$ cat config.mk
export PLATFORM = sky130hd
export DESIGN_NAME = serializer_base_control_regs
export DESIGN_NICKNAME = d
export VERILOG_FILES = /design/src/serializer_base_control_pkg.sv /design/src/serializer_base_control_regs.sv
export SDC_FILE = /design/constraint.sdc
export NUM_CORES = 1
export LEC_CHECK = 0
export ABC_CLOCK_PERIOD_IN_PS = 4800
export BUFFER_PORTS_ARGS = -buffer_cell sky130_fd_sc_hd__buf_2
export CAP_MARGIN = 40
export CORE_MARGIN = 1.5
export CORE_UTILIZATION = 54
export CTS_BUF_LIST = sky130_fd_sc_hd__clkbuf_8 sky130_fd_sc_hd__clkbuf_16
export DETAILED_ROUTE_END_ITERATION = 10
export PLACE_DENSITY_LB_ADDON = 0.2
export SETUP_SLACK_MARGIN = 0.15
export SLEW_MARGIN = 20
export SYNTH_ARGS = -nofsm -noshare
export SYNTH_HDL_FRONTEND = slang
export SYNTH_SLANG_ARGS = --single-unit
$ cat constraint.sdc
create_clock -name clk_sys -period 4.8 [get_ports clk_sys]
set_clock_uncertainty 0.15 [all_clocks]
set_input_delay 0.48 -clock clk_sys [delete_from_list [all_inputs] [get_ports clk_sys]]
set_output_delay 0.48 -clock clk_sys [all_outputs]
set_load 0.1 [all_outputs]
$ cat src/serializer_base_control_pkg.sv
// Purpose: Constants shared by the serializer base control register bank.
// Assumes: Registers are reached over the serial control bus pins only.
// Notes:   Offsets are byte addresses on the serial control bus.
package serializer_base_control_pkg;

  // ===========================================================================
  // Register offsets
  localparam logic [7:0] OFS_BUS_ADDRESS_SELECT = 8'h00;
  localparam logic [7:0] OFS_RESET_AND_POWER_CONTROL = 8'h01;
  localparam logic [7:0] OFS_LINK_AND_INPUT_CONFIG = 8'h03;

  // ===========================================================================
  // Reset values
  localparam logic [7:0] RST_BUS_ADDRESS_SELECT = 8'h00;
  localparam logic [7:0] RST_RESET_AND_POWER_CONTROL = 8'h00;
  localparam logic [7:0] RST_LINK_AND_INPUT_CONFIG = 8'hd2;

  // ===========================================================================
  // Field positions
  localparam int ADDR_OVERRIDE_BIT = 0;
  localparam int AUTO_POWER_DOWN_BIT = 7;
  localparam int FULL_DIGITAL_RESET_BIT = 1;
  localparam int LOGIC_ONLY_RESET_BIT = 0;
  localparam int CRC_CHECKER_EN_BIT = 7;
  localparam int INPUT_FILTER_EN_BIT = 4;
  localparam int PASSTHROUGH_EN_BIT = 3;
  localparam int OSC_AUTO_SWITCH_BIT = 1;
  localparam int PIXEL_STROBE_EDGE_BIT = 0;
  // Writable bits of the configuration register; the rest read as zero once the register is written.
  localparam logic [7:0] CFG_WRITE_MASK = 8'h9b;

  // ===========================================================================
  // Pin-selected bus addresses: base plus twice the select code.
  localparam logic [6:0] PIN_ADDR_BASE = 7'h0c;
  localparam logic [3:0] BYTE_BITS = 4'h8;

endpackage

$ cat src/serializer_base_control_regs.sv
// Purpose: Serial control bus slave with the base control and configuration registers.
// Assumes: scl_in and sda_in are synchronous to clk_sys and much slower than it.
// Notes:   sda_out is always low; sda_oe_n low pulls the line down.
// Summary of operation
// - Address register bits 7:1 hold the seven-bit bus address of the device.
// - Address register bit 0 set selects register address, else the pin address.
// - Reset register bit 7 set powers down while no control channel link exists.
// - Writing 1 to reset bit 1 resets logic and registers but not the bus engine; self-clearing.
// - Writing 1 to reset bit 0 resets logic but keeps registers; self-clearing.
// - Configuration bit 7 enables the back-channel CRC checker.
// - Configuration bit 4 enables rejecting control pulses under two pixel clocks.
// - Configuration bit 3 enables bus pass-through mode.
// - Configuration bit 1 enables switch to internal oscillator without pixel clock.
// - Configuration bit 0 picks rising (1) or falling (0) pixel strobe edge.
// - Device acknowledges its address and every written data byte by pulling data low.
// - The address select pin chooses one of sixteen bus addresses.
`timescale 1ns/1ps
module serializer_base_control_regs (
  // Clock, reset and enable.
  input wire logic clk_sys,
  input wire logic sys_rst,
  input wire logic clk_en,
  // Serial control bus.
  input wire logic scl_in,
  input wire logic sda_in,
  output logic sda_out,
  output logic sda_oe_n,
  // Device status inputs.
  input wire logic [3:0] address_select_pin,
  input wire logic link_detected,
  input wire logic pclk_present,
  // Control outputs.
  output logic [6:0] active_bus_addr,
  output logic power_down,
  output logic logic_reset,
  output logic crc_checker_en,
  output logic input_filter_en,
  output logic passthrough_en,
  output logic osc_auto_switch_en,
  output logic osc_select,
  output logic pixel_strobe_edge_select
);

  typedef enum {ST_IDLE, ST_RX, ST_ACK, ST_TX, ST_TXACK} bus_state_t;
  function automatic logic [6:0] pin_to_addr(input logic [3:0] code);
    pin_to_addr = serializer_base_control_pkg::PIN_ADDR_BASE + {2'b00, code, 1'b0};
  endfunction

  // ===========================================================================
  // Register file state
  logic [7:0] addr_reg_r, addr_reg_nxt, cfg_r, cfg_nxt;
  logic apd_r, apd_nxt, full_rst_r, full_rst_nxt, logic_rst_r, logic_rst_nxt;
  // Write strobe from the bus engine.
  logic wr_en;
  logic [7:0] wr_addr, wr_data;

  // ===========================================================================
  // Bus engine state
  bus_state_t state_r, state_nxt;
  logic [3:0] cnt_r, cnt_nxt;
  logic [7:0] sh_r, sh_nxt, ptr_r, ptr_nxt, rd_byte;
  logic [1:0] phase_r, phase_nxt;
  logic rw_r, rw_nxt, nack_r, nack_nxt, drive_r, drive_nxt;
  logic scl_q_r, sda_q_r, scl_rise, scl_fall, start_cond, stop_cond;

  function automatic logic [7:0] read_reg(input logic [7:0] a, input logic [7:0] idr,
                                          input logic pd, input logic [7:0] cf);
    case (a)
      serializer_base_control_pkg::OFS_BUS_ADDRESS_SELECT: read_reg = idr;
      serializer_base_control_pkg::OFS_RESET_AND_POWER_CONTROL: read_reg = {pd, 7'h00};
      serializer_base_control_pkg::OFS_LINK_AND_INPUT_CONFIG: read_reg = cf;
      default: read_reg = 8'h00;
    endcase
  endfunction
  assign active_bus_addr = addr_reg_r[serializer_base_control_pkg::ADDR_OVERRIDE_BIT] ?
                           addr_reg_r[7:1] : pin_to_addr(address_select_pin);
  assign power_down = apd_r & ~link_detected;
  assign logic_reset = logic_rst_r | full_rst_r;
  assign crc_checker_en = cfg_r[serializer_base_control_pkg::CRC_CHECKER_EN_BIT];
  assign input_filter_en = cfg_r[serializer_base_control_pkg::INPUT_FILTER_EN_BIT];
  assign passthrough_en = cfg_r[serializer_base_control_pkg::PASSTHROUGH_EN_BIT];
  assign osc_auto_switch_en = cfg_r[serializer_base_control_pkg::OSC_AUTO_SWITCH_BIT];
  assign osc_select = osc_auto_switch_en & ~pclk_present;
  assign pixel_strobe_edge_select =
    cfg_r[serializer_base_control_pkg::PIXEL_STROBE_EDGE_BIT];
  assign sda_out = 1'b0;
  assign sda_oe_n = ~drive_r;

  // ===========================================================================
  // Bus engine
  assign scl_rise = scl_in & ~scl_q_r;
  assign scl_fall = ~scl_in & scl_q_r;
  assign start_cond = scl_in & scl_q_r & sda_q_r & ~sda_in;
  assign stop_cond = scl_in & scl_q_r & ~sda_q_r & sda_in;
  assign rd_byte = read_reg(ptr_r, addr_reg_r, apd_r, cfg_r);

  always_comb begin
    state_nxt = state_r;
    cnt_nxt = cnt_r;
    sh_nxt = sh_r;
    ptr_nxt = ptr_r;
    phase_nxt = phase_r;
    rw_nxt = rw_r;
    nack_nxt = nack_r;
    drive_nxt = drive_r;
    wr_en = 1'b0;
    wr_addr = ptr_r;
    wr_data = sh_r;
    if (start_cond) begin
      state_nxt = ST_RX;
      cnt_nxt = 4'h0;
      phase_nxt = 2'd0;
      drive_nxt = 1'b0;
    end else if (stop_cond) begin
      state_nxt = ST_IDLE;
      drive_nxt = 1'b0;
    end else begin
      case (state_r)
        ST_RX: begin
          if (scl_rise) begin
            sh_nxt = {sh_r[6:0], sda_in};
            cnt_nxt = cnt_r + 4'h1;
          end else if (scl_fall && cnt_r == serializer_base_control_pkg::BYTE_BITS) begin
            state_nxt = ST_ACK;
            drive_nxt = 1'b1;
            if (phase_r == 2'd0) begin
              rw_nxt = sh_r[0];
              phase_nxt = 2'd1;
              if (sh_r[7:1] != active_bus_addr) begin
                state_nxt = ST_IDLE;
                drive_nxt = 1'b0;
              end
            end else if (phase_r == 2'd1) begin
              ptr_nxt = sh_r;
              phase_nxt = 2'd2;
            end else begin
              wr_en = 1'b1;
              ptr_nxt = ptr_r + 8'h01;
            end
          end
        end
        ST_ACK: begin
          if (scl_fall) begin
            cnt_nxt = 4'h0;
            if (rw_r && phase_r == 2'd1) begin
              state_nxt = ST_TX;
              sh_nxt = {rd_byte[6:0], 1'b0};
              drive_nxt = ~rd_byte[7];
              cnt_nxt = 4'h1;
              ptr_nxt = ptr_r + 8'h01;
            end else begin
              state_nxt = ST_RX;
              drive_nxt = 1'b0;
            end
          end
        end
        ST_TX: begin
          if (scl_fall) begin
            if (cnt_r == serializer_base_control_pkg::BYTE_BITS) begin
              state_nxt = ST_TXACK;
              drive_nxt = 1'b0;
            end else begin
              drive_nxt = ~sh_r[7];
              sh_nxt = {sh_r[6:0], 1'b0};
              cnt_nxt = cnt_r + 4'h1;
            end
          end
        end
        ST_TXACK: begin
          if (scl_rise) begin
            nack_nxt = sda_in;
          end else if (scl_fall) begin
            if (nack_r) begin
              state_nxt = ST_IDLE;
            end else begin
              state_nxt = ST_TX;
              sh_nxt = {rd_byte[6:0], 1'b0};
              drive_nxt = ~rd_byte[7];
              cnt_nxt = 4'h1;
              ptr_nxt = ptr_r + 8'h01;
            end
          end
        end
        ST_IDLE: drive_nxt = 1'b0;
        default: begin
          state_nxt = ST_IDLE;
          drive_nxt = 1'b0;
        end
      endcase
    end
  end

  // The bus engine survives a full digital reset so the acknowledge completes.
  always_ff @(posedge clk_sys) begin
    if (sys_rst) begin
      state_r <= ST_IDLE;
      scl_q_r <= 1'b1;
      sda_q_r <= 1'b1;
      cnt_r <= 4'h0;
      sh_r <= 8'h00;
      ptr_r <= 8'h00;
      phase_r <= 2'd0;
      rw_r <= 1'b0;
      nack_r <= 1'b0;
      drive_r <= 1'b0;
    end else if (clk_en) begin
      state_r <= state_nxt;
      scl_q_r <= scl_in;
      sda_q_r <= sda_in;
      cnt_r <= cnt_nxt;
      sh_r <= sh_nxt;
      ptr_r <= ptr_nxt;
      phase_r <= phase_nxt;
      rw_r <= rw_nxt;
      nack_r <= nack_nxt;
      drive_r <= drive_nxt;
    end
  end

  // ===========================================================================
  // Register file
  always_comb begin
    addr_reg_nxt = addr_reg_r;
    apd_nxt = apd_r;
    cfg_nxt = cfg_r;
    full_rst_nxt = 1'b0;
    logic_rst_nxt = 1'b0;
    if (full_rst_r) begin
      addr_reg_nxt = serializer_base_control_pkg::RST_BUS_ADDRESS_SELECT;
      apd_nxt = serializer_base_control_pkg::RST_RESET_AND_POWER_CONTROL[7];
      cfg_nxt = serializer_base_control_pkg::RST_LINK_AND_INPUT_CONFIG;
    end else if (wr_en) begin
      case (wr_addr)
        serializer_base_control_pkg::OFS_BUS_ADDRESS_SELECT: addr_reg_nxt = wr_data;
        serializer_base_control_pkg::OFS_RESET_AND_POWER_CONTROL: begin
          apd_nxt = wr_data[serializer_base_control_pkg::AUTO_POWER_DOWN_BIT];
          full_rst_nxt = wr_data[serializer_base_control_pkg::FULL_DIGITAL_RESET_BIT];
          logic_rst_nxt = wr_data[serializer_base_control_pkg::LOGIC_ONLY_RESET_BIT];
        end
        serializer_base_control_pkg::OFS_LINK_AND_INPUT_CONFIG: begin
          cfg_nxt = wr_data & serializer_base_control_pkg::CFG_WRITE_MASK;
        end
        default: cfg_nxt = cfg_r;
      endcase
    end
  end

  always_ff @(posedge clk_sys) begin
    if (sys_rst) begin
      addr_reg_r <= serializer_base_control_pkg::RST_BUS_ADDRESS_SELECT;
      apd_r <= 1'b0;
      cfg_r <= serializer_base_control_pkg::RST_LINK_AND_INPUT_CONFIG;
      full_rst_r <= 1'b0;
      logic_rst_r <= 1'b0;
    end else if (clk_en) begin
      addr_reg_r <= addr_reg_nxt;
      apd_r <= apd_nxt;
      cfg_r <= cfg_nxt;
      full_rst_r <= full_rst_nxt;
      logic_rst_r <= logic_rst_nxt;
    end
  end

  // ===========================================================================
  // Assertions
  AST_ADDR_SEL: assert property (@(posedge clk_sys) disable iff (sys_rst)
    !addr_reg_r[0] |-> active_bus_addr == pin_to_addr(address_select_pin))
    else $error("Pin address not used without override.");
  AST_ADDR_OVR: assert property (@(posedge clk_sys) disable iff (sys_rst)
    wr_en && clk_en && wr_addr == 8'h00 && wr_data[0] |=> active_bus_addr == $past(wr_data[7:1]))
    else $error("Register address override not applied.");
  AST_PWRDN: assert property (@(posedge clk_sys) disable iff (sys_rst)
    apd_r && !link_detected |-> power_down)
    else $error("No power down without link.");
  AST_FULL_RST: assert property (@(posedge clk_sys) disable iff (sys_rst)
    full_rst_r && clk_en |=> cfg_r == 8'hd2 && addr_reg_r == 8'h00 && !full_rst_r)
    else $error("Full digital reset did not restore registers.");
  AST_LOGIC_RST: assert property (@(posedge clk_sys) disable iff (sys_rst)
    logic_rst_r && !full_rst_r && clk_en |=> $stable(cfg_r) && !logic_rst_r)
    else $error("Logic reset disturbed registers or stuck.");
  AST_CFG_WR: assert property (@(posedge clk_sys) disable iff (sys_rst)
    wr_en && clk_en && wr_addr == 8'h03 && !full_rst_r
    |=> crc_checker_en == $past(wr_data[7]) && input_filter_en == $past(wr_data[4]))
    else $error("Configuration write not applied.");
  AST_OSC: assert property (@(posedge clk_sys) disable iff (sys_rst)
    osc_select |-> osc_auto_switch_en && !pclk_present)
    else $error("Oscillator switch without cause.");
  AST_ACK: assert property (@(posedge clk_sys) disable iff (sys_rst)
    state_r == ST_ACK |-> !sda_oe_n)
    else $error("Acknowledge not driven low.");
  AST_RST_DEF: assert property (@(posedge clk_sys)
    sys_rst |=> cfg_r == 8'hd2 && !apd_r && !power_down)
    else $error("Reset defaults wrong.");
endmodule // serializer_base_control_regs

Word level (Yosys, flattened, before mapping)
Index checks and enable logic that the tools add are counted.
W data, S select, Z words.
{"block": "totals", "input_bits": 11, "reg_bits": 78, "mem_bits_ro": 0, "ramBits": 0, "latch_bits": 0, "n_memories": 0}
{"block": "op_classes", "div_mod_pow": 0, "mux": 89, "n_eq_ne": 38, "bitwise_logic": 22, "add_sub_neg": 3, "n_shift": 0, "n_lt_le_gt_ge": 0, "n_reduce_logical": 26, "multipliers": 0}
{"cell": "$mux W32", "count": 9}
{"cell": "$mux W8", "count": 23}
{"cell": "$pmux W32 S5", "count": 1}
{"cell": "$eq A32 B2 Y1 const B", "count": 2}
{"cell": "$pmux W8 S3", "count": 2}
{"cell": "$mux W4", "count": 9}
{"cell": "$eq A32 B1 Y1 const B", "count": 1}
{"cell": "$eq A32 B3 Y1 const B", "count": 1}
{"cell": "$logic_not A32 Y1", "count": 1}
{"cell": "$ne A4 B4 Y1 const B", "count": 8}
{"cell": "$pmux W8 S4", "count": 1}
{"cell": "$mux W1", "count": 30}
{"cell": "$ne A2 B2 Y1 const B", "count": 12}
{"cell": "$ne A3 B3 Y1 const B", "count": 8}
{"cell": "$reduce_and A12 Y1", "count": 2}
{"cell": "$mux W2", "count": 11}
{"cell": "$pmux W4 S4", "count": 1}
{"cell": "$not A1 Y1", "count": 12}
{"cell": "$reduce_bool A2 Y1", "count": 6}
{"cell": "$reduce_and A10 Y1", "count": 1}
{"cell": "$and A1 B1 Y1", "count": 9}
{"cell": "$reduce_and A3 Y1", "count": 3}
{"cell": "$reduce_and A9 Y1", "count": 1}
{"cell": "$add A8 B1 Y8 const B", "count": 1}
{"cell": "other kinds (21)", "count": 23}

Logic depth before layout (Yosys ltp)
Gate-level depths: netlist of the first run.
{"block": "depth", "depth_word": 10, "mapped_depth": 9, "depth_no_buf": 8}

Worst setup path after synthesis of the first run
No wires, ideal clock.
{"block": "synth_timing", "path_type": "in2reg", "from": "input port address_select_pin[2]", "to": "register drive_r", "path_stages": 5, "n_path_buf": 0, "required_time_ns": 4.591, "setup_time_ns": 0.059, "setup_slack_ns": 1.124, "arrival_ns": 3.467, "cell_sequence": "o21ai_0 o21ai_0 xor2_1 nor4_1 o31a_1"}
{"block": "synth_between", "elab_chain_len": 10}
{"element": "start: declaration", "line_no": "serializer_base_control_regs.sv:29", "text": "input wire logic [3:0] address_select_pin,"}
{"element": "$add A4 B5 Y6", "line_no": "serializer_base_control_regs.sv:46", "text": "pin_to_addr = serializer_base_control_pkg::PIN_ADDR_BASE + {2'b00, code, 1'b0};"}
{"element": "$mux W7", "line_no": "serializer_base_control_regs.sv:75", "text": "assign active_bus_addr = addr_reg_r[serializer_base_control_pkg::ADDR_OVERRIDE_BIT] ?"}
{"element": "net active_bus_addr[5]", "line_no": "serializer_base_control_regs.sv:33", "text": "output logic [6:0] active_bus_addr,"}
{"element": "$ne A7 B7 Y1", "line_no": "serializer_base_control_regs.sv:129", "text": "if (sh_r[7:1] != active_bus_addr) begin"}
{"element": "$mux W1", "line_no": "serializer_base_control_regs.sv:129"}
{"element": "$mux W1", "line_no": "serializer_base_control_regs.sv:126", "text": "if (phase_r == 2'd0) begin"}
{"element": "$mux W1", "line_no": "serializer_base_control_regs.sv:123", "text": "end else if (scl_fall && cnt_r == serializer_base_control_pkg::BYTE_BITS) begin"}
{"element": "$mux W1", "line_no": "serializer_base_control_regs.sv:120", "text": "if (scl_rise) begin"}
{"element": "$pmux W1 S4", "line_no": "serializer_base_control_regs.sv:118", "text": "case (state_r)"}
{"element": "$mux W1", "line_no": "serializer_base_control_regs.sv:114", "text": "end else if (stop_cond) begin"}
{"element": "$mux W1", "line_no": "serializer_base_control_regs.sv:109", "text": "if (start_cond) begin"}
{"element": "end signal: assignment", "line_no": "serializer_base_control_regs.sv:216", "text": "drive_r <= drive_nxt;"}
{"element": "end: declaration", "line_no": "serializer_base_control_regs.sv:63", "text": "logic rw_r, rw_nxt, nack_r, nack_nxt, drive_r, drive_nxt;"}
The timed path passes the listed nets, and every way through them passes these cells. The select of a mux whose other input is x is not followed.
A chain may end at the register's enable or synchronous reset.

Final worst setup path of the first run
{"block": "layout_timing", "from": "register state_r[2]", "to": "register ptr_r[1]"}
{"block": "layout_between", "elab_chain_len": 3, "word_cells_on_any_way": 14, "cone_classes": "eq/ne (11); mux (1); reduce/logical (2)"}
{"element": "start: declaration", "line_no": "serializer_base_control_regs.sv:59", "text": "bus_state_t state_r, state_nxt;"}
{"element": "start signal: assignment", "line_no": "serializer_base_control_regs.sv:207", "text": "state_r <= state_nxt;"}
{"element": "$eq A32 B1 Y1 (tied with other cells)", "line_no": "serializer_base_control_regs.sv:118"}
{"element": "$ne A2 B2 Y1 (no line) / $reduce_bool A3 Y1 (equally long branches)"}
{"element": "$reduce_and A12 Y1 (no line)"}
{"element": "end signal: assignment", "line_no": "serializer_base_control_regs.sv:212", "text": "ptr_r <= ptr_nxt;"}
{"element": "end: declaration", "line_no": "serializer_base_control_regs.sv:61", "text": "logic [7:0] sh_r, sh_nxt, ptr_r, ptr_nxt, rd_byte;"}
Parallel ways exist; a longest one is shown, timed or not.

==> results of run 1 <==
[cell type report]
class / instances / share of cell area, %
Inverter: 13 / 1.542
Tap cell: 70 / 2.768
Timing Repair Buffer: 28 / 4.587
Clock inverter: 2 / 1.186
Multi-Input combinational cell: 277 / 58.01
Clock buffer: 5 / 2.175
Sequential cell: 47 / 29.74
[routing by layer]
metal	global-route usage, %	up-vias
li1	-	1345
met2	40.35	94
met3	5.357	13
met1	36.91	1303
met5	0	-
met4	10.00	0
[cells by family (layout without fill, tap and decap cells)]
| logic type | Yosys count | after routing | share of synthesized area, % |
|---|---|---|---|
| simple gates | 141 | 141 | 27.07 |
| compound gates | 109 | 109 | 26.18 |
| flops | 47 | 47 | 31.96 |
| buf+inv | 40 | 48 | 5.695 |
| xor+xnor | 12 | 12 | 3.570 |
| mux | 8 | 8 | 2.847 |
| fa+ha+maj | 6 | 6 | 2.550 |
| other cells | 1 | 1 | 0.1274 |
[stage by stage]
step	std cells	worst slack, ns	util [%]	cell area (um^2)
floorplan	364	1.124	-	2944
finish	442	2.065	61.18	3164
detailed placement	433	2.120	58.83	3043
CTS	440	2.148	60.89	3149
global route	442	1.866	61.18	3164
global placement	433	2.177	58.83	3043
[flip-flops by register name, indices dropped and copies added (netlist names)]
| name | count |
|---|---|
| addr_reg_r | 8 |
| ptr_r | 8 |
| sh_r | 8 |
| cfg_r | 6 |
| cnt_r | 4 |
| state_r | 3 |
| phase_r | 2 |
| apd_r | 1 |
| drive_r | 1 |
| full_rst_r | 1 |
| logic_rst_r | 1 |
| nack_r | 1 |
| rw_r | 1 |
| scl_q_r | 1 |
| sda_q_r | 1 |
[worst max-delay path: cells and delay by family (launching register included)]
kind	cells	cell delay, ns
AOI/OAI and AO/OA	4	0.91
DFF	1	0.68
and+or+nand+nor	2	0.90
[cells in the mapped netlist, types with 3 or more instances]
master    number
a211o_1        3
a211oi_1       9
a21oi_1       23
a22o_1        15
a22oi_1        7
and2_1         7
buf_2          8
clkbuf_1      17
dfxtp_1       47
ha_1           6
inv_1         13
mux2_2         3
mux2i_1        5
nand2_1       23
nand2b_1      12
nand3_1       11
nand3b_1       7
nor2_1        30
nor2b_1        9
nor3_1        10
nor3b_1        5
nor4_1         3
o21a_1         3
o21ai_0       14
o22a_1         4
o22ai_1        3
o31a_1         3
o32ai_1        5
or2_2          4
or3_1          3
or3b_1         3
xnor2_1        5
xor2_1         7
[how the worst max path moves through the flow]
stage / endpoint / cells past startpoint
after floorplan: drive_r / 5
after global placement: ptr_r[0] / 7
after detailed placement: sh_r[5] / 7
after CTS: ptr_r[1] / 6
after global routing: ptr_r[1] / 6
final: ptr_r[1] / 6
[power by group]
| group | internal [uW] | leakage [uW] | total (uW) | switching (uW) |
|---|---|---|---|---|
| clock network | 152 | 0.0000502 | 291 | 139 |
| logic | 22.9 | 0.000689 | 90.2 | 67.2 |
| registers | 392 | 0.000379 | 397 | 4.67 |
==> flow_metrics.py, run 1 <==
metrics = {
    "cells_and_area": {
        "final_cell_mix": "47 x dfxtp_1, 30 x nor2_1, 26 x buf_2",
        "diodes": 0,
        "layout-drive-gt1-share_pct": 12.90,
        "regArea_um2": 940.9,
        "mostFrequentLayoutCell": "dfxtp_1",
        "multi_input_area_um2": 1836,
        "area_growth_pct": 7.480,
        "fillCellCount": 481,
        "fin_nets": 389,
    },
    "setup_path": {
        "critPathRequiredTime_ns": 4.88,
        "rr_startpoint": "state_r[2]",
        "cp_data_arrival_time_ns": 2.81,
        "critical_path_class": "flip-flop to flip-flop",
        "max_stage_delay_ns": 0.71,
        "cpMostUsedCell": "a211oi_1",
        "r2r_end": "ptr_r[1]",
        "crit_chain": "nor3b_1 > a22oi_1 > nand4_1 > a211o_1 > a211oi_1 > a211oi_1",
        "rrSetupSlack_ns": 2.07,
        "reg2regPathDepth": 6,
        "worstSetupStartpoint": "state_r[2]",
        "path_max_fanout": 17,
        "cp_slowest_cell": "nor3b_1",
        "cp-end-kind": "flip-flop",
        "start_kind": "flip-flop",
    },
    "route": {
        "wl_met1_um": 3397,
        "wl_met3_um": 481,
        "num_vias": 2755,
        "wl_per_cell_um": 16.27,
        "dr_wl_met2_um": 3185,
        "via_per_inst": 6.233,
        "dr.max_layer_used": "met4",
        "remaining_drc_errors": 0,
        "drt-total-wl_um": 7193,
        "drtAntennaViolNets": 0,
        "dr.pass1.iters": 5,
        "first_iter_violations": 306,
    },
    "timing": {
        "worst_pin_slew_ns": 0.7775,
        "slew_viol_final": 0,
        "finalCriticalPeriod_ns": 2.735,
        "holdWs_ns": 0.3211,
        "min_period_over_period_pct": 56.97,
        "rsz0062_at_grt": "no",
        "fin_tns_setup_ns": 0,
        "slew-limit-headroom_pct": 48.06,
        "setup_violations": 0,
        "hold_viol": 0,
        "max_clock_freq_mhz": 365.7,
    },
    "min_path": {
        "holdPathStages": 2,
        "hold_path_class": "flip-flop to flip-flop",
        "hold-path-endpoint": "cfg_r[6]",
        "min-delay-start": "cfg_r[6]",
    },
    "logic_synthesis": {
        "synth_seq_cells": 47,
        "synthArstFlopShare_pct": 0,
        "synth_nets": 381,
        "synthTopCellsByArea": "dfxtp_1 32%, a22o_1 4.5%, a21oi_1 3.9%",
        "yosysSeqAreaShare_pct": 31.96,
        "syn_avg_cell_area_um2": 8.088,
        "synth_edf_count": 0,
        "syn_area_um2": 2944,
        "yosysTopAreaCell": "dfxtp_1",
        "synth_top_area_share_pct": 31.96,
        "ys.flop_type": "dfxtp_1",
        "ys_warn_count": 0,
        "synth_cell_types": 61,
        "syn_inst": 364,
    },
    "clocking": {
        "clkLatencyLatePin_ns": 0.32,
        "cts_buffers": 5,
        "cts_tree": "yes",
        "cts_setup_buffers": 0,
        "path_clk_slew_ns": 0.10,
        "htree_levels": 2,
        "clockBufferDepth": 2,
        "tritoncts_num_sinks": 47,
        "holdBufCountCts": 0,
        "cts_root_buf": "clkbuf_8",
        "cts_resized": 0,
    },
    "floorplan": {
        "core_um2": 5172,
        "dieArea_um2": 5904,
        "start_util_pct": 56.92,
        "die_x_um": 76.84,
        "row_count": 26,
        "die_h_um": 76.84,
        "io-pin-count": 28,
    },
    "global_route": {
        "grt_max_degree": 44,
        "grt_pass1_wl_um": 12490,
        "grt_pass1_vias": 2575,
        "overflow": 0,
        "antenna_found_initial": 0,
        "globalRouteTotalUtil_pct": 26.56,
    },
    "run_status": {
        "status": "complete, no violations",
    },
    "power": {
        "power_uw": 778.0,
        "power.density_nw_per_um2": 245.9,
        "ir_worst_vdd_uv": 189.0,
        "p_leak_uw": 0.001119,
    },
    "run": {
        "maxCapViolations": 0,
    },
    "place": {
        "port_buffers": 26,
        "dp_hpwl_um": 5150,
        "finalWeightedCongestion": 0.8725,
    },
}
Note: power is estimated with default switching activity, not from simulation.
==> run 2: changes to the inputs <==
--- a/config.mk
+++ b/config.mk
@@ -5,7 +5,7 @@
 export SDC_FILE = /design/constraint.sdc
 export NUM_CORES = 1
 export LEC_CHECK = 0
-export ABC_CLOCK_PERIOD_IN_PS = 4800
+export ABC_CLOCK_PERIOD_IN_PS = 2600
 export BUFFER_PORTS_ARGS = -buffer_cell sky130_fd_sc_hd__buf_2
 export CAP_MARGIN = 40
 export CORE_MARGIN = 1.5
==> constraint.sdc (replaced) <==
create_clock -name clk_sys -period 2.6 [get_ports clk_sys]
set_clock_uncertainty 0.15 [all_clocks]
set_input_delay 0.26 -clock clk_sys [delete_from_list [all_inputs] [get_ports clk_sys]]
set_output_delay 0.26 -clock clk_sys [all_outputs]
set_load 0.1 [all_outputs]
==> run 2 against run 1 <==
  * Global-route usage fell by 0.68 points
  * Highest routed layer unchanged
  * Critical path type unchanged
  * Final cell count rose by 2.0%
  * Combinational power rose by 95%
  * Wire length rose by 2.6%
  * Fmax rose by 16%
  * Critical path depth rose by 1
  * Critical endpoint is now state_r[1]
  * Sequential share of layout area fell by 1.0 points
  * Power rose by 100%
  * Clock power rose by 120%
  * Clock-buffer cell count did not move
  * Die area did not move
==> flow_metrics.py, run 2 (synthesis results as in run 1) <==
metrics = {
    "timing": {
        "max_clock_freq_mhz": 422.8,
        "rsz0062_at_grt": "no",
        "finalCriticalPeriod_ns": 2.365,
        "slew-limit-headroom_pct": 47.76,
        "hold_viol": 0,
        "layout_setup_ws_ns": 0.2348,
        "min_period_over_period_pct": 90.97,
        "slew_viol_final": 0,
        "setup_violations": 0,
        "fin_tns_setup_ns": 0,
        "holdWs_ns": 0.1298,
        "worst_pin_slew_ns": 0.7836,
    },
    "global_route": {
        "grt_pass1_vias": 2533,
        "grt_pass1_wl_um": 12370,
        "grt_max_degree": 44,
        "antenna_found_initial": 0,
        "globalRouteTotalUtil_pct": 25.88,
        "overflow": 0,
    },
    "clocking": {
        "cts_root_buf": "clkbuf_8",
        "tritoncts_num_sinks": 47,
        "cts_tree": "yes",
        "clkLatencyLatePin_ns": 0.31,
        "path_clk_slew_ns": 0.10,
        "clockBufferDepth": 2,
        "htree_levels": 2,
        "cts_buffers": 5,
    },
    "power": {
        "p_sw_uw": 406.7,
        "power.density_nw_per_um2": 474.6,
        "clock_power_share_pct": 41.9,
        "p_comb_share_pct": 11.3,
        "ir_worst_vdd_uv": 235.6,
        "swShare_pct": 26.04,
        "p_int_uw": 1155,
        "p_leak_uw": 0.001190,
        "seq_power_share_pct": 46.9,
    },
    "setup_path": {
        "cp-end-kind": "flip-flop",
        "endpoint": "state_r[1]",
        "crit_chain": "buf_4 > or3b_1 > a21oi_1 > o21ai_1 > nand3_1 > mux2_2 > o31a_1",
        "timing.critical_path.depth": 7,
        "rrSetupSlack_ns": 0.23,
        "start_kind": "flip-flop",
        "crit_family": "simple AND/OR/NAND/NOR gates",
        "rr_startpoint": "state_r[2]",
        "critical_path_class": "flip-flop to flip-flop",
        "cp_slowest_cell": "dfxtp_1",
        "max_stage_delay_ns": 0.45,
        "crit_buf_inv": 1,
        "path_max_fanout": 12,
        "reg2regPathDepth": 7,
        "cp_data_arrival_time_ns": 2.42,
        "critPathRequiredTime_ns": 2.66,
        "r2r_end": "state_r[1]",
        "worstSetupStartpoint": "state_r[2]",
    },
    "place": {
        "port_buffers": 26,
        "place_ws_ns": 0.1763,
        "finalWeightedCongestion": 0.9947,
        "dp_hpwl_um": 5214,
    },
    "floorplan": {
        "die_x_um": 76.84,
        "row_count": 26,
        "io-pin-count": 28,
        "dieArea_um2": 5904,
        "core_um2": 5172,
        "die_h_um": 76.84,
        "start_util_pct": 56.92,
    },
    "route": {
        "drtAntennaViolNets": 0,
        "remaining_drc_errors": 0,
        "drt-total-wl_um": 7380,
        "dr.pass1.iters": 5,
        "via_per_inst": 6.239,
        "wl_per_cell_um": 16.36,
        "first_iter_violations": 405,
        "num_vias": 2814,
    },
    "cells_and_area": {
        "area_growth_pct": 11.77,
        "fin_nets": 397,
        "regArea_um2": 944.7,
        "multi_input_area_um2": 1868,
        "diodes": 0,
        "final_cell_mix": "44 x dfxtp_1, 30 x nor2_1, 26 x buf_2",
        "mostFrequentLayoutCell": "dfxtp_1",
        "largestRegisters": "addr_reg_r (8), ptr_r (8), sh_r (8)",
        "layout-drive-gt1-share_pct": 17.32,
        "fillCellCount": 435,
    },
    "run_status": {
        "status": "complete, no violations",
    },
    "run": {
        "maxCapViolations": 0,
    },
    "min_path": {
        "hold_path_class": "input pin to flip-flop",
    },
}
==> run 2: routing by layer <==
layer | wire (um) | share of wire (%) | vias up | global-route usage (%)
met5 | 0 | 0 | - | 0
met4 | 142 | 1.9 | 0 | 10.19
met3 | 487 | 6.6 | 16 | 4.405
met2 | 3222 | 44 | 119 | 38.50
met1 | 3528 | 48 | 1316 | 36.95
li1 | - | - | 1363 | -
==> run 2: power by group through the flow <==
stage | Sequential (uW) | Combinational (uW) | Clock [uW]
after global placement | 748 | 173 | 0
after global routing | 733 | 189 | 690
after detailed placement | 748 | 174 | 0
after CTS | 732 | 175 | 657
after floorplan | 744 | 144 | 0
final | 732 | 176 | 654
==> run 2: cell type report <==
class	count	share of cell area, %
inverters	13	1.483
multi-input cells	277	56.77
repair buffers	36	6.236
well taps	70	2.662
flip-flops and latches	47	28.71
clock buffers	5	2.091
clock inverters	3	2.053
==> run 2: per-stage QoR <==
stage | utilization, % | instance area [um^2] | power [uW] | cells
after floorplan | - | 2967 | 887.6 | 364
after global placement | 60.72 | 3141 | 920.6 | 443
after detailed placement | 60.72 | 3141 | 922.4 | 443
after CTS | 63.35 | 3277 | 1563 | 451
after global routing | 63.62 | 3291 | 1612 | 451
final | 63.62 | 3291 | 1562 | 451
==> run 2: timing repair <==
item | 4_1_cts | 5_1_grt
hold buffers | 0 | 0
gates resized for setup | 0 | 5
buffers inserted | 0 | 0
setup endpoints to repair | 0 | 28
==> run 2: worst min-delay path by stage <==
stage	cells past startpoint	end	from	slack (ns)
after floorplan	2	cfg_r[6]	cfg_r[6]	0.29
after global placement	2	logic_rst_r	logic_rst_r	0.30
after detailed placement	2	cfg_r[6]	cfg_r[6]	0.31
after CTS	2	scl_q_r	scl_in	0.13
after global routing	2	scl_q_r	scl_in	0.15
final	2	scl_q_r	scl_in	0.13
==> run 3: changes to the inputs <==
--- a/config.mk
+++ b/config.mk
@@ -13,6 +13,7 @@
 export CTS_BUF_LIST = sky130_fd_sc_hd__clkbuf_8 sky130_fd_sc_hd__clkbuf_16
 export DETAILED_ROUTE_END_ITERATION = 10
 export PLACE_DENSITY_LB_ADDON = 0.2
+export REMOVE_ABC_BUFFERS = 1
 export SETUP_SLACK_MARGIN = 0.15
 export SLEW_MARGIN = 20
 export SYNTH_ARGS = -nofsm -noshare
==> run 3 against run 2 <==
  * Register-to-register slack better by 0.12 ns
  * Combinational power down 3%
  * Via count down 2.9%
  * Clock power down 27%
  * Worst hold slack better by 0.0083 ns
  * Power down 12%
  * Die area unchanged
  * Largest power group unchanged
  * Worst setup slack better by 0.12 ns
  * Core utilization down 1.0 points
==> flow_metrics.py, run 3 (synthesis results as in run 1) <==
metrics = {
    "floorplan": {
        "die_x_um": 76.84,
        "io-pin-count": 28,
        "dieArea_um2": 5904,
        "die_h_um": 76.84,
        "core_um2": 5172,
        "row_count": 26,
        "start_util_pct": 56.92,
    },
    "setup_path": {
        "critical_path_class": "flip-flop to flip-flop",
        "crit_chain": "or4_4 > nor4b_4 > nor4bb_1 > o21a_1 > nor2_1 > a22o_1",
        "rr_startpoint": "ptr_r[2]",
        "crit_family": "simple AND/OR/NAND/NOR gates",
        "start_kind": "flip-flop",
        "r2r_end": "cfg_r[0]",
        "cp_data_arrival_time_ns": 2.29,
        "critPathRequiredTime_ns": 2.65,
        "cp-end-kind": "flip-flop",
        "reg2regPathDepth": 6,
        "cp_slowest_cell": "or4_4",
        "path_max_fanout": 5,
        "max_stage_delay_ns": 0.55,
        "crit_buf_inv": 0,
        "rrSetupSlack_ns": 0.36,
    },
    "global_route": {
        "grt_pass1_wl_um": 11860,
        "overflow": 0,
        "grt_max_degree": 35,
        "antenna_found_initial": 0,
        "grt_pass1_vias": 2459,
        "globalRouteTotalUtil_pct": 24.49,
    },
    "route": {
        "num_vias": 2731,
        "remaining_drc_errors": 0,
        "first_iter_violations": 198,
        "drtAntennaViolNets": 0,
        "dr.pass1.iters": 5,
        "via_per_inst": 6.029,
        "drt-total-wl_um": 6847,
        "wl_per_cell_um": 15.11,
    },
    "cells_and_area": {
        "finish.instance_area_um2": 3238,
        "fin_nets": 399,
        "diodes": 0,
        "area_growth_pct": 9.987,
        "largestRegisters": "addr_reg_r (8), ptr_r (8), sh_r (8)",
        "fin_cells": 453,
        "mostFrequentLayoutCell": "dfxtp_1",
        "final_cell_mix": "43 x dfxtp_1, 30 x nor2_1, 26 x buf_2",
        "layout-drive-gt1-share_pct": 16.19,
    },
    "place": {
        "finalWeightedCongestion": 0.9063,
        "port_buffers": 26,
        "dp_hpwl_um": 5063,
        "dp.cells": 445,
        "placed_cell_area_um2": 3133,
    },
    "clocking": {
        "cts_buffers": 5,
        "clockBufferDepth": 2,
        "htree_levels": 2,
        "cts_root_buf": "clkbuf_8",
        "clkLatencyLatePin_ns": 0.30,
        "path_clk_slew_ns": 0.09,
        "cts_tree": "yes",
        "tritoncts_num_sinks": 47,
    },
    "timing": {
        "hold_viol": 0,
        "setup_violations": 0,
        "rsz0062_at_grt": "no",
        "max_clock_freq_mhz": 446.1,
        "min_period_over_period_pct": 86.22,
        "slew_viol_final": 0,
        "slew-limit-headroom_pct": 63.56,
        "worst_pin_slew_ns": 0.5458,
        "finalCriticalPeriod_ns": 2.242,
    },
    "min_path": {
        "hold_path_class": "input pin to flip-flop",
        "min-delay-start": "scl_in",
        "hold-path-endpoint": "scl_q_r",
        "holdPathStages": 2,
    },
    "power": {
        "p_leak_uw": 0.001174,
        "ir_worst_vdd_uv": 280.8,
        "power.density_nw_per_um2": 426.7,
    },
    "run": {
        "maxCapViolations": 0,
    },
    "run_status": {
        "status": "complete, no violations",
    },
}
run 3: worst reg2reg max path, cell delays in order, from the launching register on:
cell	delay (ns)
dfxtp_1	0.35
or4_4	0.55
nor4b_4	0.31
nor4bb_1	0.32
o21a_1	0.18
nor2_1	0.06
a22o_1	0.23
run 3: power by group:
part	total [uW]	internal [uW]	switching, uW
sequential	731	724	7.62
clock	480	239	241
combinational	170	46.6	124
run 3: routing by layer:
metal	vias to the layer above	part of all wire (%)	track usage (%)
met5	-	0	0
met4	0	1.3	6.667
met3	13	6.2	4.405
met2	80	44	38.05
met1	1279	48	34.60
li1	1359	-	-
run 3: final cells by class:
class                   instances  area, um^2
clock buffers                   7       96.34
fillers                       470        1934
inverters                      13       48.80
repair buffers                 38       220.2
clock inverters                 1       3.754
well taps                      70       87.58
multi-input cells             277        1836
flip-flops and latches         47       945.9
run 3: worst max path at each step:
stage                  startpoint  endpoint  depth (start not counted)
floorplan           addr_reg_r[0]   drive_r                          4
global placement          scl_q_r  ptr_r[5]                          6
detailed placement     state_r[2]  ptr_r[0]                          5
CTS                    state_r[2]  ptr_r[0]                          5
global route        addr_reg_r[0]   drive_r                          6
finish                   ptr_r[2]  cfg_r[0]                          6
run 3: stage by stage:
| stage | setup slack (ns) | hold slack [ns] | utilization, % | TNS, ns | total power (uW) |
|---|---|---|---|---|---|
| 2_1_floorplan | -0.9978 | 0.1791 | - | -3.277 | 866.9 |
| 3_3_place_gp | 0.3364 | 0.3008 | 60.57 | 0 | 917.3 |
| 3_5_place_dp | 0.3080 | 0.3151 | 60.57 | 0 | 917.6 |
| 4_1_cts | 0.2776 | 0.1283 | 62.51 | 0 | 1394 |
| 5_1_grt | 0.1748 | 0.1462 | 62.60 | 0 | 1436 |
| 6_report | 0.3582 | 0.1380 | 62.60 | 0 | 1382 |
run 3: repair_timing:
| action | 4_1_cts | 5_1_grt |
|---|---|---|
| endpoints found under the setup margin | 0 | 6 |
| hold buffers | 0 | 0 |
| buffers inserted | 0 | 0 |
| gates resized for setup | 0 | 4 |
